===== src/rtl/cts_pkg.sv =====
// Package for the control-terminal select block: constants, enums, structs.
// Assumes a single 25 MHz core clock and no register bus.
package cts_pkg;

    localparam int          CTS_NUM_SETTINGS = 8;
    localparam int          CTS_IDX_W        = 3;
    localparam int          CTS_SSC_W        = 3;
    localparam int          CTS_CLOAD_W      = 5;
    localparam int          CTS_CLOAD_MAX_PF = 20;
    localparam logic [4:0]  CTS_CLOAD_MAX    = 5'h14;
    localparam int          CTS_PINFN_BYTE   = 2;
    localparam int          CTS_PINFN_BIT    = 6;
    localparam logic [2:0]  CTS_SSC_OFF      = 3'h0;
    localparam logic [2:0]  CTS_IDX_RESET    = 3'h0;
    localparam logic        CTS_PIN_SERIAL   = 1'h0;
    localparam logic        CTS_PIN_CONTROL  = 1'h1;
    localparam logic        CTS_SSC_CENTER   = 1'h0;
    localparam logic        CTS_SSC_DOWN     = 1'h1;

    // Output drive states
    typedef enum logic [1:0] {
        CTS_OUT_PDOWN  = 2'h0,
        CTS_OUT_HIZ    = 2'h1,
        CTS_OUT_LOW    = 2'h2,
        CTS_OUT_ACTIVE = 2'h3
    } cts_out_e;

    // Pin-mode state machine, one-hot
    typedef enum logic [2:0] {
        CTS_ST_SERIAL  = 3'h1,
        CTS_ST_CONTROL = 3'h2,
        CTS_ST_FORCED  = 3'h4
    } cts_mode_e;

    // One control setting
    typedef struct packed {
        logic [2:0] spread_code;
        logic       freq_select_bit;
        logic       pll_pair_state_bit;
        logic       single_output;
        logic       power_down;
    } cts_setting_s;

    // Configuration held in PLL and generic storage
    typedef struct packed {
        logic       ssc_mode;
        logic [7:0] first_user_freq;
        logic [7:0] second_user_freq;
        cts_out_e   pll_first_out_state;
        cts_out_e   pll_second_out_state;
        cts_out_e   y_first_out_state;
        cts_out_e   y_second_out_state;
        logic [4:0] crystal_load;
    } cts_config_s;

    // Applied result
    typedef struct packed {
        logic [2:0] spread_code;
        logic       ssc_mode;
        logic [7:0] pll_freq;
        cts_out_e   pll_out_a;
        cts_out_e   pll_out_b;
        cts_out_e   single_output;
        logic       power_down;
        logic [4:0] crystal_load;
    } cts_applied_s;

    localparam int CTS_SET_W = $bits(cts_setting_s);

endpackage


===== src/rtl/cts_control_terminal.sv =====
// Control-terminal decoder: picks one of eight settings from three pins
// and applies it. Pins are asynchronous and are synchronised here; the
// serial engine and nonvolatile storage live outside this block.
`timescale 1ns/1ps
`default_nettype none

module cts_control_terminal
    import cts_pkg::*;
(
    input  wire logic           core_clk,
    input  wire logic           rst_n,
    input  wire logic           ctrl_pin_first,
    input  wire logic           ctrl_pin_second,
    input  wire logic           ctrl_pin_third,
    input  wire logic           output_supply_ok,
    input  wire logic           nv_pin_function,
    input  wire logic           nv_commit,
    input  wire logic           set_wr_en,
    input  wire logic [2:0]     set_wr_idx,
    input  wire cts_setting_s   set_wr_data,
    input  wire cts_config_s    cfg,
    output cts_applied_s        applied,
    output logic [2:0]          active_idx,
    output logic                serial_enable
);

    // ****************************************************************
    // Pin synchronisers
    // ****************************************************************
    logic [2:0]      pin_raw;
    wire logic [2:0] pin_sync;
    logic            sup_meta;
    logic            sup_sync;

    assign pin_raw = {ctrl_pin_third, ctrl_pin_second, ctrl_pin_first};

    // Two flops per pin; logic reads only the second stage
    for (genvar p = 0; p < CTS_IDX_W; p++) begin : g_pin_sync
        logic stage_one;
        logic stage_two;

        always_ff @(posedge core_clk or negedge rst_n) begin
            if (!rst_n) begin
                stage_one <= 1'h0;
                stage_two <= 1'h0;
            end else begin
                stage_one <= pin_raw[p];
                stage_two <= stage_one;
            end
        end

        assign pin_sync[p] = stage_two;
    end

    always_ff @(posedge core_clk or negedge rst_n) begin
        if (!rst_n) begin
            // Supply counts as up in reset; the pins still start serial
            sup_meta <= 1'h1;
            sup_sync <= 1'h1;
        end else begin
            sup_meta <= output_supply_ok;
            sup_sync <= sup_meta;
        end
    end

    // ****************************************************************
    // Committed pin function
    // ****************************************************************
    logic pin_fn;

    // Only a committed value moves the pins; the volatile copy never does
    always_ff @(posedge core_clk or negedge rst_n) begin
        if (!rst_n) begin
            pin_fn <= CTS_PIN_SERIAL;
        end else if (nv_commit) begin
            pin_fn <= nv_pin_function;
        end
    end

    // ****************************************************************
    // Pin-mode state machine
    // ****************************************************************
    cts_mode_e mode;
    cts_mode_e next_mode;

    // A grounded output supply hands the dual-use pins back to serial use
    always_comb begin
        next_mode = mode;
        case (mode)
            CTS_ST_SERIAL: begin
                if (pin_fn == CTS_PIN_CONTROL) begin
                    next_mode = sup_sync ? CTS_ST_CONTROL : CTS_ST_FORCED;
                end
            end
            CTS_ST_CONTROL: begin
                if (pin_fn == CTS_PIN_SERIAL) begin
                    next_mode = CTS_ST_SERIAL;
                end else if (!sup_sync) begin
                    next_mode = CTS_ST_FORCED;
                end
            end
            CTS_ST_FORCED: begin
                if (pin_fn == CTS_PIN_SERIAL) begin
                    next_mode = CTS_ST_SERIAL;
                end else if (sup_sync) begin
                    next_mode = CTS_ST_CONTROL;
                end
            end
            default: next_mode = CTS_ST_SERIAL;
        endcase
    end

    always_ff @(posedge core_clk or negedge rst_n) begin
        if (!rst_n) begin
            mode <= CTS_ST_SERIAL;
        end else begin
            mode <= next_mode;
        end
    end

    // Taken from the next state so it moves on the same edge as mode
    always_ff @(posedge core_clk or negedge rst_n) begin
        if (!rst_n) begin
            serial_enable <= 1'h1;
        end else begin
            serial_enable <= (next_mode != CTS_ST_CONTROL);
        end
    end

    // ****************************************************************
    // Index decode
    // ****************************************************************
    logic [2:0] next_idx;

    // Serial traffic on the dual-use pins never reaches the index
    always_comb begin
        // First pin is always a control input
        next_idx = {2'h0, pin_sync[0]};
        if (mode == CTS_ST_CONTROL) begin
            next_idx = pin_sync;
        end
    end

    always_ff @(posedge core_clk or negedge rst_n) begin
        if (!rst_n) begin
            active_idx <= CTS_IDX_RESET;
        end else begin
            active_idx <= next_idx;
        end
    end

    // ****************************************************************
    // Setting store
    // ****************************************************************
    cts_setting_s cur;

    // Entries are not reset; all eight are loaded before the pins matter
    cts_setting_mem cts_setting_mem_i (
        .core_clk (core_clk),
        .rst_n    (rst_n),
        .wr_en    (set_wr_en),
        .wr_idx   (set_wr_idx),
        .wr_data  (set_wr_data),
        .rd_idx   (active_idx),
        .rd_data  (cur)
    );

    // ****************************************************************
    // Apply selected setting
    // ****************************************************************
    cts_out_e   pair_state;
    cts_out_e   single_state;
    logic [4:0] load_clamped;
    logic [7:0] freq_pick;

    always_comb begin
        freq_pick    = cur.freq_select_bit ? cfg.second_user_freq
                                           : cfg.first_user_freq;
        pair_state   = cur.pll_pair_state_bit ? cfg.pll_second_out_state
                                              : cfg.pll_first_out_state;
        single_state = cur.single_output ? cfg.y_second_out_state
                                         : cfg.y_first_out_state;
        // Load codes above the top value clamp rather than wrap
        load_clamped = (cfg.crystal_load > CTS_CLOAD_MAX) ? CTS_CLOAD_MAX
                                                          : cfg.crystal_load;
    end

    always_ff @(posedge core_clk or negedge rst_n) begin
        if (!rst_n) begin
            applied <= '0;
        end else begin
            applied.spread_code   <= cur.spread_code;
            applied.ssc_mode      <= cfg.ssc_mode;
            applied.pll_freq      <= freq_pick;
            applied.pll_out_a     <= pair_state;
            applied.pll_out_b     <= pair_state;
            applied.single_output <= single_state;
            applied.power_down    <= cur.power_down;
            applied.crystal_load  <= load_clamped;
        end
    end

endmodule
`default_nettype wire


===== src/rtl/cts_setting_mem.sv =====
// Eight-entry store of control settings with registered read data.
// Assumes writes come from configuration logic on the same clock.
`timescale 1ns/1ps
`default_nettype none
module cts_setting_mem
    import cts_pkg::*;
#(
    parameter int DEPTH = CTS_NUM_SETTINGS,
    parameter int AW    = CTS_IDX_W
) (
    input  wire logic                 core_clk,
    input  wire logic                 rst_n,
    input  wire logic                 wr_en,
    input  wire logic [AW-1:0]        wr_idx,
    input  wire cts_setting_s         wr_data,
    input  wire logic [AW-1:0]        rd_idx,
    output cts_setting_s              rd_data
);
    cts_setting_s mem [DEPTH];

    always_ff @(posedge core_clk) begin
        if (wr_en) begin
            mem[wr_idx] <= wr_data;
        end
    end

    always_ff @(posedge core_clk or negedge rst_n) begin
        if (!rst_n) begin
            rd_data <= '0;
        end else begin
            rd_data <= mem[rd_idx];
        end
    end
endmodule
`default_nettype wire


===== config.mk =====
export PLATFORM = sky130hd
export DESIGN_NAME = cts_control_terminal
export DESIGN_NICKNAME = d
export VERILOG_FILES = /design/src/rtl/cts_pkg.sv /design/src/rtl/cts_control_terminal.sv /design/src/rtl/cts_setting_mem.sv
export SDC_FILE = /design/constraint.sdc
export NUM_CORES = 1
export LEC_CHECK = 0
export ABC_AREA = 1
export BUFFER_PORTS_ARGS = -buffer_cell sky130_fd_sc_hd__buf_2
export CORE_AREA = 2 2 77 116
export DETAILED_ROUTE_END_ITERATION = 8
export DIE_AREA = 0 0 79 118
export GPL_TIMING_DRIVEN = 0
export PLACE_DENSITY_LB_ADDON = 0.12
export SYNTH_ARGS = -nofsm -noshare
export SYNTH_HDL_FRONTEND = slang
export SYNTH_SLANG_ARGS = --single-unit
export TNS_END_PERCENT = 1

===== constraint.sdc =====
create_clock -name core_clk -period 1.1 [get_ports core_clk]
set_input_delay 0.22 -clock core_clk [delete_from_list [all_inputs] [get_ports core_clk]]
set_output_delay 0.22 -clock core_clk [all_outputs]
set_load 0.05 [all_outputs]

==> metrics.md, run 1 <==
| Metric | Value |
|---|---|
| Final min period | 1.23 ns |
| DR vias/cell | 4.69 |
| Final Max Slew Viols | 0 |
| Post-Syn Area | 4040 µm² |
| Core Box Area | 8310 µm² |
| Commonest non-fill, non-tap cells in the layout | nand2_1, inv_1, edfxtp_1 |
| Vias in the first global route | 2530 |
| All-Layer GR Usage | 0.177 |
| Initial antenna violation count | 0 |
| Mapped Avg Cell Area | 11.3 µm² |
| VDD IR max | 0.878 mV |
| Sequential element share of the synthesized area | 0.696 |
| Hold WS | 0.0213 ns |
| Yosys warning count | 0 |
| Max Clock Skew | 0.00464 ns |
| Highest Signal Layer | met4 |
| Delay-heaviest family, CP | flip-flops |
| Fin nets | 501 |
| Detailed Place HPWL | 5090 µm |
| H-tree levels | 3 |
| P_leak | 2.47 nW |
| Status | finished with violations |
| Clock sinks | 101 |
| Final Cycle Share | 1.12 |
| Fin worst setup slack | -0.134 ns |
| R2r startpoint | active_idx[0]$_DFF_PN0_ |
| Slew @ Worst Pin | 0.932 ns |
| Met2 routed WL | 4130 µm |
| Setup CP Type | reg -> out |
| RSZ-0062 raised after global routing | true |
| Cell row count | 41 |
| Vias | 2644 |
| Width of the die | 79 µm |
| Clock buffer depth | 2 |
| Inserted Clock Buffers | 9 |
| Final setup viols | 15 |
| Setup tns final | -0.962 ns |
| PD cells | 1760 nW/µm² |
| Area grow syn2layout | 28.5% |
| Maximum clock frequency | 811 MHz |
| Metal-1 WL | 3100 µm |
| Initial Util | 0.487 |
| Share of cells above drive strength 1 | 0.319 |
| Critical-path cell list | buf_8 |
| Clock Pin Slew Worst Setup and Hold Paths | 0.06 ns |
| Worst-Skew Late Latency | 0.34 ns |
| Largest net degree at the start of global routing | 46 |
| Pre-CTS setup slack | -0.436 ns |
| Mapped Nets | 408 |
| CP startpoint | serial_enable$_DFF_PN1_ |
| Critical Path RT | 0.88 ns |
| Top-Level Pins | 77 |
| FF+latch count, synth | 101 |
| # diodes | 0 |
| Element type at the critical path end | primary output |
| Port bufs | 76 |
| Routed wire length | 7810 µm |
| Die ar. | 9320 µm² |
| CP max FO | 1 |
| CTS tree | built |
| DRC violation count after routing | 0 |
| Final hold violations | 0 |
| Synth unique cells | 20 |
| Failing checks | setup timing |
| Most common cell after layout, fill and taps aside | nand2_1 |
| Drt wl/cell | 13.9 µm |
| Pre-antenna DRT Iters | 4 |
| GPL Wtd Cong | 0.886 |
| Non-Filler Instances | 564 |
| Die Y | 118 µm |
| Remaining antenna violation count | 0 |
| Iter 0 DRT Violations | 129 |
| HP Class | in -> async |
| Critical Path Max Stage Delay | 0.53 ns |
| Root Driver | clkbuf_16 |
| Post-Place Cells | 542 |
| Global-route wire length before repair | 12300 µm |
| Remaining Overflow, GRT | 0 |
| Met3 wire length | 376 µm |
| Post-Syn Instances | 359 |
| Data arrival, critical path | 1.01 ns |
| CP Launch Type | flip-flop |
| Max-cap violations | 0 |
| CP Buf/Inv Count | 1 |
| Slew HR | 0.378 |
| Crit path max-delay cell type | dfstp_2 |
## metal layers
layer / vias to the layer above / global-route usage
met2: 85 / 0.305
met4: 0 / 0.0765
met1: 1239 / 0.204
met3: 15 / 0.0452
met5: - / 0
li1: 1305 / -
## final cells by class
class                   instances  area (µm²)
clock buffers                  11         233
flip-flops and latches        101        2820
well taps                     107         134
clock inverters                 5        75.1
plain buffers                  12         155
multi-input cells             173         882
repair buffers                 82         621
fillers                       657        3110
inverters                      73         282
## repair_timing
item | in CTS | in global routing
setup endpoints to repair | 56 | 72
gates cloned | 0 | 0
endpoints found under the hold margin | 5 | 0
setup buffers | 0 | 1
pin swaps | 0 | 3
gates resized for setup | 62 | 21
hold buffers | 5 | 0
## worst paths after layout
path | slack [ns] | depth (start not counted) | to
min reg2reg | 0.35 | 0 | applied[5]$_DFF_PN0_
min in group core_clk | 0.05 | 2 | applied[3]$_DFF_PN0_
min | 0.02 | 1 | applied[16]$_DFF_PN0_
max reg2reg | -0.06 | 7 | cts_setting_mem_i.rd_data[5]$_DFF_PN0_
max in group asynchronous | 0.44 | 1 | active_idx[0]$_DFF_PN0_
max | -0.13 | 1 | serial_enable
## kinds of logic after synthesis
family / Yosys count / synth area share
compound gates: 6 / 0.00804
simple gates: 154 / 0.160
flops: 101 / 0.696
buf+inv: 85 / 0.101
mux: 13 / 0.0362
## synth_stat cells
| cell type | number | area, µm² |
|---|---|---|
| o21ai_0 | 3 | 15.0 |
| nand2_1 | 99 | 372 |
| nand3_1 | 28 | 140 |
| mux2_2 | 13 | 146 |
| dfrtp_1 | 41 | 1030 |
| nor2_1 | 17 | 63.8 |
| buf_2 | 1 | 5.00 |
| a21oi_1 | 2 | 10.0 |
| buf_6 | 3 | 33.8 |
| dfstp_2 | 4 | 105 |
| buf_4 | 4 | 30.0 |
| clkbuf_1 | 1 | 3.75 |
| nand4_1 | 3 | 18.8 |
| inv_1 | 71 | 267 |
| o21bai_1 | 1 | 7.51 |
| nand2_2 | 5 | 31.3 |
| buf_12 | 3 | 60.1 |
| inv_2 | 2 | 7.51 |
| edfxtp_1 | 56 | 1680 |
| nand3_2 | 2 | 20.0 |
## per-stage QoR
stage / area [µm²] / utilization / total power, W
after floorplan: 4060 / - / 0.00533
after global placement: 4580 / 0.551 / 0.00569
after detailed placement: 4580 / 0.551 / 0.00573
after CTS: 5120 / 0.617 / 0.00917
after global routing: 5200 / 0.625 / 0.00953
final: 5200 / 0.625 / 0.00915
## flip-flops by register name, indices dropped and copies added, names as in the netlist
register,cells
cts_setting_mem_i.mem,56
applied,22
cts_setting_mem_i.rd_data,7
active_idx,3
g_pin_sync.stage_one,3
g_pin_sync.stage_two,3
mode,3
pin_fn,1
serial_enable,1
sup_meta,1
sup_sync,1
## where the power goes
part,switching (W),total (W),internal [W]
Sequential,0.000136,0.00442,0.00429
Clock,0.00129,0.00327,0.00198
Combinational,0.000896,0.00146,0.000566
Total,0.00232,0.00915,0.00683
(Power assumes the default switching activity.)
==> inputs of run 2 (changes only) <==
--- a/config.mk
+++ b/config.mk
@@ -5,13 +5,13 @@
 export SDC_FILE = /design/constraint.sdc
 export NUM_CORES = 1
 export LEC_CHECK = 0
-export ABC_AREA = 1
+export ABC_AREA = 0
 export BUFFER_PORTS_ARGS = -buffer_cell sky130_fd_sc_hd__buf_2
-export CORE_AREA = 2 2 77 116
+export CORE_AREA = 2 2 73 110
 export DETAILED_ROUTE_END_ITERATION = 8
-export DIE_AREA = 0 0 79 118
+export DIE_AREA = 0 0 75 112
 export GPL_TIMING_DRIVEN = 0
-export PLACE_DENSITY_LB_ADDON = 0.12
+export PLACE_DENSITY_LB_ADDON = 0.2
 export SYNTH_ARGS = -nofsm -noshare
 export SYNTH_HDL_FRONTEND = slang
 export SYNTH_SLANG_ARGS = --single-unit
==> metrics.md, run 2 <==
| Metric | Value |
|---|---|
| Largest regs | cts_setting_mem_i.mem x56, applied x22, cts_setting_mem_i.rd_data x7 |
| Fill cells | 560 |
| Core Box Area | 7470 µm² |
| Setup tns final | -3.74 ns |
| Biggest register | cts_setting_mem_i.mem |
| Post-DP Area | 4110 µm² |
| DR vias/cell | 4.87 |
| Top-count cell post-synth | edfxtp_1 |
| CP max FO | 6 |
| Worst-Skew Late Latency | 0.34 ns |
| Mapped Nets | 222 |
| CTS tree | built |
| Total power | 0.00800 W |
| Final hold violations | 0 |
| Remaining Overflow, GRT | 0 |
| Die Y | 112 µm |
| Cell count along the critical path | 4 |
| Clock sinks | 101 |
| Setup CP Type | reg -> reg |
| Final Cycle Share | 1.42 |
| Synth unique cells | 25 |
| Final Max Slew Viols | 0 |
| DRC violation count after routing | 0 |
| Root Driver | clkbuf_16 |
| Width of the die | 75 µm |
| Synth area leader | edfxtp_1 |
| Final setup viols | 15 |
| Routed wire length | 6140 µm |
| Iter 0 DRT Violations | 74 |
| Global-route wire length before repair | 9400 µm |
| Vias | 1816 |
| Drt wl/cell | 16.5 µm |
| Final min period | 1.57 ns |
| Sequential element share of the synthesized area | 0.774 |
| Cell row count | 39 |
| R2R depth | 4 |
| Max Clock Skew | 0.00714 ns |
| Delay-heaviest family, CP | multiplexers |
| Detailed Place HPWL | 4120 µm |
| Initial Util | 0.487 |
| Slew HR | 0.383 |
| Largest net degree at the start of global routing | 46 |
| Crit path max-delay cell type | mux4_2 |
| FF+latch count, synth | 101 |
| Synth area leaders | edfxtp_1, dfrtp_1, mux4_1 |
| Synth top area share | 0.462 |
| Critical Path Max Stage Delay | 0.48 ns |
| Clock buffer depth | 2 |
| Remaining antenna violation count | 0 |
| Area grow syn2layout | 28.4% |
| Max-cap violations | 0 |
| Max reg flops | 56 |
| All-Layer GR Usage | 0.161 |
| Post-synth top cells | edfxtp_1, dfrtp_1, mux2_2 |
| Status | finished with violations |
| Vias in the first global route | 1894 |
| Element type at the critical path end | flip-flop |
| Pre-antenna DRT Iters | 4 |
| Clock Pin Slew Worst Setup and Hold Paths | 0.06 ns |
| Share of cells above drive strength 1 | 0.509 |
| RSZ-0062 raised after global routing | true |
| VDD IR max | 1.08 mV |
| Slew @ Worst Pin | 0.926 ns |
| Die ar. | 8400 µm² |
| Critical-path cell list | buf_8 > clkbuf_16 > mux4_2 > mux2_2 |
| Critical Path RT | 1.31 ns |
| Mapped Avg Cell Area | 21.0 µm² |
| Initial antenna violation count | 0 |
| CP Launch Type | flip-flop |
| Post-synth EDFFs | 56 |
| Inserted Clock Buffers | 9 |
| Fin worst setup slack | -0.466 ns |
| Postcts setup bufs | 0 |
| Yosys warning count | 0 |
| CP Buf/Inv Count | 2 |
| Top-Level Pins | 77 |
| Post-Syn Instances | 173 |
| Main synth FF type | edfxtp_1 |
| Fin area | 4670 µm² |
| Data arrival, critical path | 1.78 ns |
| Most common cell after layout, fill and taps aside | edfxtp_1 |
| Async SR Flop Fraction | 0.446 |
| Fin nets | 315 |
| Failing checks | setup timing |
| PD cells | 1710 nW/µm² |
| Maximum clock frequency | 639 MHz |
| Port bufs | 76 |
| P_leak | 1.84 nW |
| Commonest non-fill, non-tap cells in the layout | edfxtp_1, buf_2, dfrtp_1 |
| Post-Syn Area | 3640 µm² |
| # diodes | 0 |
| HP Class | in -> async |
| GPL Wtd Cong | 0.696 |
| H-tree levels | 3 |
==> run 2: cell count changes in the layout (fill, tap and decap cells not counted), sizes merged, moves of 6 or more <==
cell and change:
mux4 +14, mux2 +6, nand3 -30, buf -6
inv -70, nor2 -11, nand2 -100
==> run 2: area by class of cell <==
class                           instances  area [µm²]  area share
Sequential cell                       101        2820       0.603
Buffer                                  8        67.6      0.0145
Clock inverter                          5        27.5     0.00590
Timing Repair Buffer                   82         624       0.134
Tap cell                              102         128      0.0273
Multi-Input combinational cell         62         766       0.164
Clock buffer                           11         233      0.0499
Inverter                                2        7.51     0.00161
==> run 2: worst paths after layout <==
| kind | start | endpoint | slack (ns) |
|---|---|---|---|
| min reg2reg | g_pin_sync[0].stage_two$_DFF_PN0_ | active_idx[0]$_DFF_PN0_ | 0.35 |
| min | rst_n | applied[1]$_DFF_PN0_ | 0.02 |
| max in group asynchronous | rst_n | active_idx[0]$_DFF_PN0_ | 0.44 |
| min in group core_clk | cfg[4] | applied[3]$_DFF_PN0_ | 0.08 |
| max | active_idx[0]$_DFF_PN0_ | cts_setting_mem_i.rd_data[3]$_DFF_PN0_ | -0.47 |
| max reg2reg | active_idx[0]$_DFF_PN0_ | cts_setting_mem_i.rd_data[3]$_DFF_PN0_ | -0.47 |
==> run 2: cells by family (layout without fill, tap and decap cells) <==
kind of cell | Yosys count | count (layout) | synth area share
AND/OR/NAND/NOR | 20 | 20 | 0.0289
XOR/XNOR | 1 | 1 | 0.00241
AO/OA/AOI/OAI | 8 | 8 | 0.0162
buffers and inverters | 10 | 108 | 0.0189
multiplexers | 33 | 33 | 0.160
flip-flops | 101 | 101 | 0.774
==> run 2: worst reg2reg max path, stage by stage (launching register included) <==
cell and delay, ns:
dfrtp_2 0.38, buf_8 0.14, clkbuf_16 0.16, mux4_2 0.48
mux2_2 0.29
==> run 2: report_power, final <==
group          internal, W  switching [W]  total (W)
Sequential         0.00421      0.0000791    0.00429
Combinational     0.000404       0.000539   0.000943
Clock              0.00151        0.00125    0.00277
==> run 2: through the flow <==
| stage | hold WS [ns] | utilization | instances | worst slack (ns) |
|---|---|---|---|---|
| floorplan | -0.0756 | - | 173 | -0.574 |
| global placement | 0.325 | 0.550 | 351 | -0.740 |
| finish | 0.0174 | 0.625 | 373 | -0.466 |
| detailed placement | 0.329 | 0.550 | 351 | -0.750 |
| CTS | 0.0500 | 0.619 | 372 | -0.495 |
| global route | 0.0739 | 0.625 | 373 | -0.495 |
==> run 2: per-layer routing <==
layer,vias to the layer above,wire length [µm],track usage
li1,850,-,-
met1,892,2310,0.173
met2,66,3390,0.284
met3,8,329,0.0380
met4,0,115,0.0786
met5,-,0,0
==> run 2: what timing repair did <==
action | 4_1_cts | 5_1_grt
resized for setup | 65 | 6
endpoints found under the setup margin | 86 | 55
hold buffers | 5 | 0
hold endpoints to repair | 5 | 0
gates cloned | 0 | 1
==> inputs of run 3 (changes only) <==
--- a/config.mk
+++ b/config.mk
@@ -11,7 +11,7 @@
 export DETAILED_ROUTE_END_ITERATION = 8
 export DIE_AREA = 0 0 75 112
 export GPL_TIMING_DRIVEN = 0
-export PLACE_DENSITY_LB_ADDON = 0.2
+export PLACE_DENSITY = 0.83
 export SYNTH_ARGS = -nofsm -noshare
 export SYNTH_HDL_FRONTEND = slang
 export SYNTH_SLANG_ARGS = --single-unit
==> metrics.md, run 3 (same netlist as run 2, synthesis figures left out) <==
| Metric | Value |
|---|---|
| Largest net degree at the start of global routing | 46 |
| Setup CP Type | reg -> reg |
| Port bufs | 76 |
| Routed wire length | 6180 µm |
| Initial Util | 0.487 |
| DRC violation count after routing | 0 |
| Inserted Clock Buffers | 9 |
| Slew @ Worst Pin | 0.960 ns |
| Max Clock Skew | 0.00419 ns |
| Critical-path cell list | buf_6 > buf_12 > mux4_2 > mux2_4 |
| Post-DP Area | 4110 µm² |
| Fin nets | 317 |
| CP Buf/Inv Count | 2 |
| Max reg flops | 56 |
| HP Class | in -> async |
| Vias in the first global route | 2068 |
| Fin area | 4680 µm² |
| H-tree levels | 3 |
| Delay-heaviest family, CP | multiplexers |
| Slack of the worst reg-to-reg path | -0.44 ns |
| Detailed Place HPWL | 3900 µm |
| Share of cells above drive strength 1 | 0.538 |
| # diodes | 0 |
| CTS tree | built |
| Width of the die | 75 µm |
| VDD IR max | 1.30 mV |
| RSZ-0062 raised after global routing | true |
| Cell row count | 39 |
| PD cells | 1720 nW/µm² |
| Clock buffer depth | 2 |
| Final min period | 1.54 ns |
| Fin worst setup slack | -0.436 ns |
| P_leak | 1.83 nW |
| R2r startpoint | active_idx[0]$_DFF_PN0_ |
| Most common cell after layout, fill and taps aside | edfxtp_1 |
| Data arrival, critical path | 1.76 ns |
| Hold WS | 0.0266 ns |
| Failing checks | setup timing |
| Die ar. | 8400 µm² |
| Initial antenna violation count | 0 |
| Final Max Slew Viols | 0 |
| Largest regs | cts_setting_mem_i.mem x56, applied x22, cts_setting_mem_i.rd_data x7 |
| Pre-CTS setup slack | -0.912 ns |
| Clock sinks | 101 |
| Biggest register | cts_setting_mem_i.mem |
| Maximum clock frequency | 651 MHz |
| Critical Path Max Stage Delay | 0.51 ns |
| Drt wl/cell | 16.5 µm |
| Iter 0 DRT Violations | 105 |
| Area grow syn2layout | 28.7% |
| Capture point of the worst reg-to-reg path | cts_setting_mem_i.rd_data[6]$_DFF_PN0_ |
| Max-cap violations | 0 |
| CP Launch Type | flip-flop |
| CP max FO | 5 |
| Remaining Overflow, GRT | 0 |
| Worst-Skew Late Latency | 0.34 ns |
| Critical Path RT | 1.32 ns |
| Root Driver | clkbuf_16 |
| Clock Pin Slew Worst Setup and Hold Paths | 0.06 ns |
| Fill cells | 523 |
| Element type at the critical path end | flip-flop |
| DR vias/cell | 5.00 |
| Crit path max-delay cell type | mux4_2 |
| Commonest non-fill, non-tap cells in the layout | edfxtp_1, buf_2, dfrtp_1 |
| GPL Wtd Cong | 0.749 |
| Remaining antenna violation count | 0 |
| Slew HR | 0.360 |
| Vias | 1876 |
| Final hold violations | 0 |
| Total power | 0.00806 W |
| Global-route wire length before repair | 9570 µm |
| Final setup viols | 15 |
| Pre-antenna DRT Iters | 4 |
| Core Box Area | 7470 µm² |
| Final Cycle Share | 1.40 |
| Top-Level Pins | 77 |
| Die Y | 112 µm |
| R2R depth | 4 |
| Status | finished with violations |
| All-Layer GR Usage | 0.161 |
| Setup tns final | -3.56 ns |
run 3: report_power, final:
| part | switching (W) | internal, W | leakage [nW] |
|---|---|---|---|
| clock network | 0.00129 | 0.00152 | 0.118 |
| registers | 0.0000823 | 0.00421 | 1.04 |
| logic | 0.000543 | 0.000414 | 0.675 |
| total | 0.00192 | 0.00615 | 1.83 |
run 3: layout make-up:
cell class | instances | area [µm²] | share of cell area
multi-input cells | 62 | 747 | 0.160
clock inverters | 6 | 40.0 | 0.00856
repair buffers | 84 | 649 | 0.139
well taps | 102 | 128 | 0.0273
clock buffers | 10 | 229 | 0.0489
inverters | 2 | 7.51 | 0.00160
plain buffers | 8 | 63.8 | 0.0136
flip-flops and latches | 101 | 2820 | 0.602
run 3: worst max-delay path by stage:
stage | from | end | slack [ns] | cells past startpoint
floorplan | active_idx[0]$_DFF_PN0_ | cts_setting_mem_i.rd_data[0]$_DFF_PN0_ | -0.57 | 4
global placement | set_wr_idx[2] | cts_setting_mem_i.mem[0][1]$_DFFE_PP_ | -0.80 | 3
detailed placement | set_wr_idx[2] | cts_setting_mem_i.mem[0][4]$_DFFE_PP_ | -0.91 | 3
CTS | active_idx[0]$_DFF_PN0_ | cts_setting_mem_i.rd_data[6]$_DFF_PN0_ | -0.46 | 4
global route | active_idx[0]$_DFF_PN0_ | cts_setting_mem_i.rd_data[6]$_DFF_PN0_ | -0.48 | 4
finish | active_idx[0]$_DFF_PN0_ | cts_setting_mem_i.rd_data[6]$_DFF_PN0_ | -0.44 | 4
run 3: timing repair:
| item | in CTS | in global routing |
|---|---|---|
| setup buffers | 2 | 0 |
| endpoints found under the setup margin | 86 | 63 |
| pin swaps | 0 | 1 |
| cloned | 1 | 0 |
| endpoints found under the hold margin | 5 | 0 |
| gates resized for setup | 70 | 7 |
| hold buffers | 5 | 0 |
run 3: stage by stage:
step / cells / util
global placement: 351 / 0.550
global route: 375 / 0.627
detailed placement: 351 / 0.550
CTS: 375 / 0.625
floorplan: 173 / -
finish: 375 / 0.627
run 3: worst reg2reg max path: cells and delay by family, from the launching register on:
kind	cells	cell delay [ns]
mux	2	0.78
buf+inv	2	0.27
flops	1	0.37
run 3: metal layers:
| layer | global-route usage | wire length, µm | vias up |
|---|---|---|---|
| met5 | 0 | 0 | - |
| met1 | 0.176 | 2270 | 936 |
| met2 | 0.268 | 3340 | 78 |
| met3 | 0.0425 | 415 | 14 |
| li1 | - | - | 848 |
| met4 | 0.0988 | 158 | 0 |
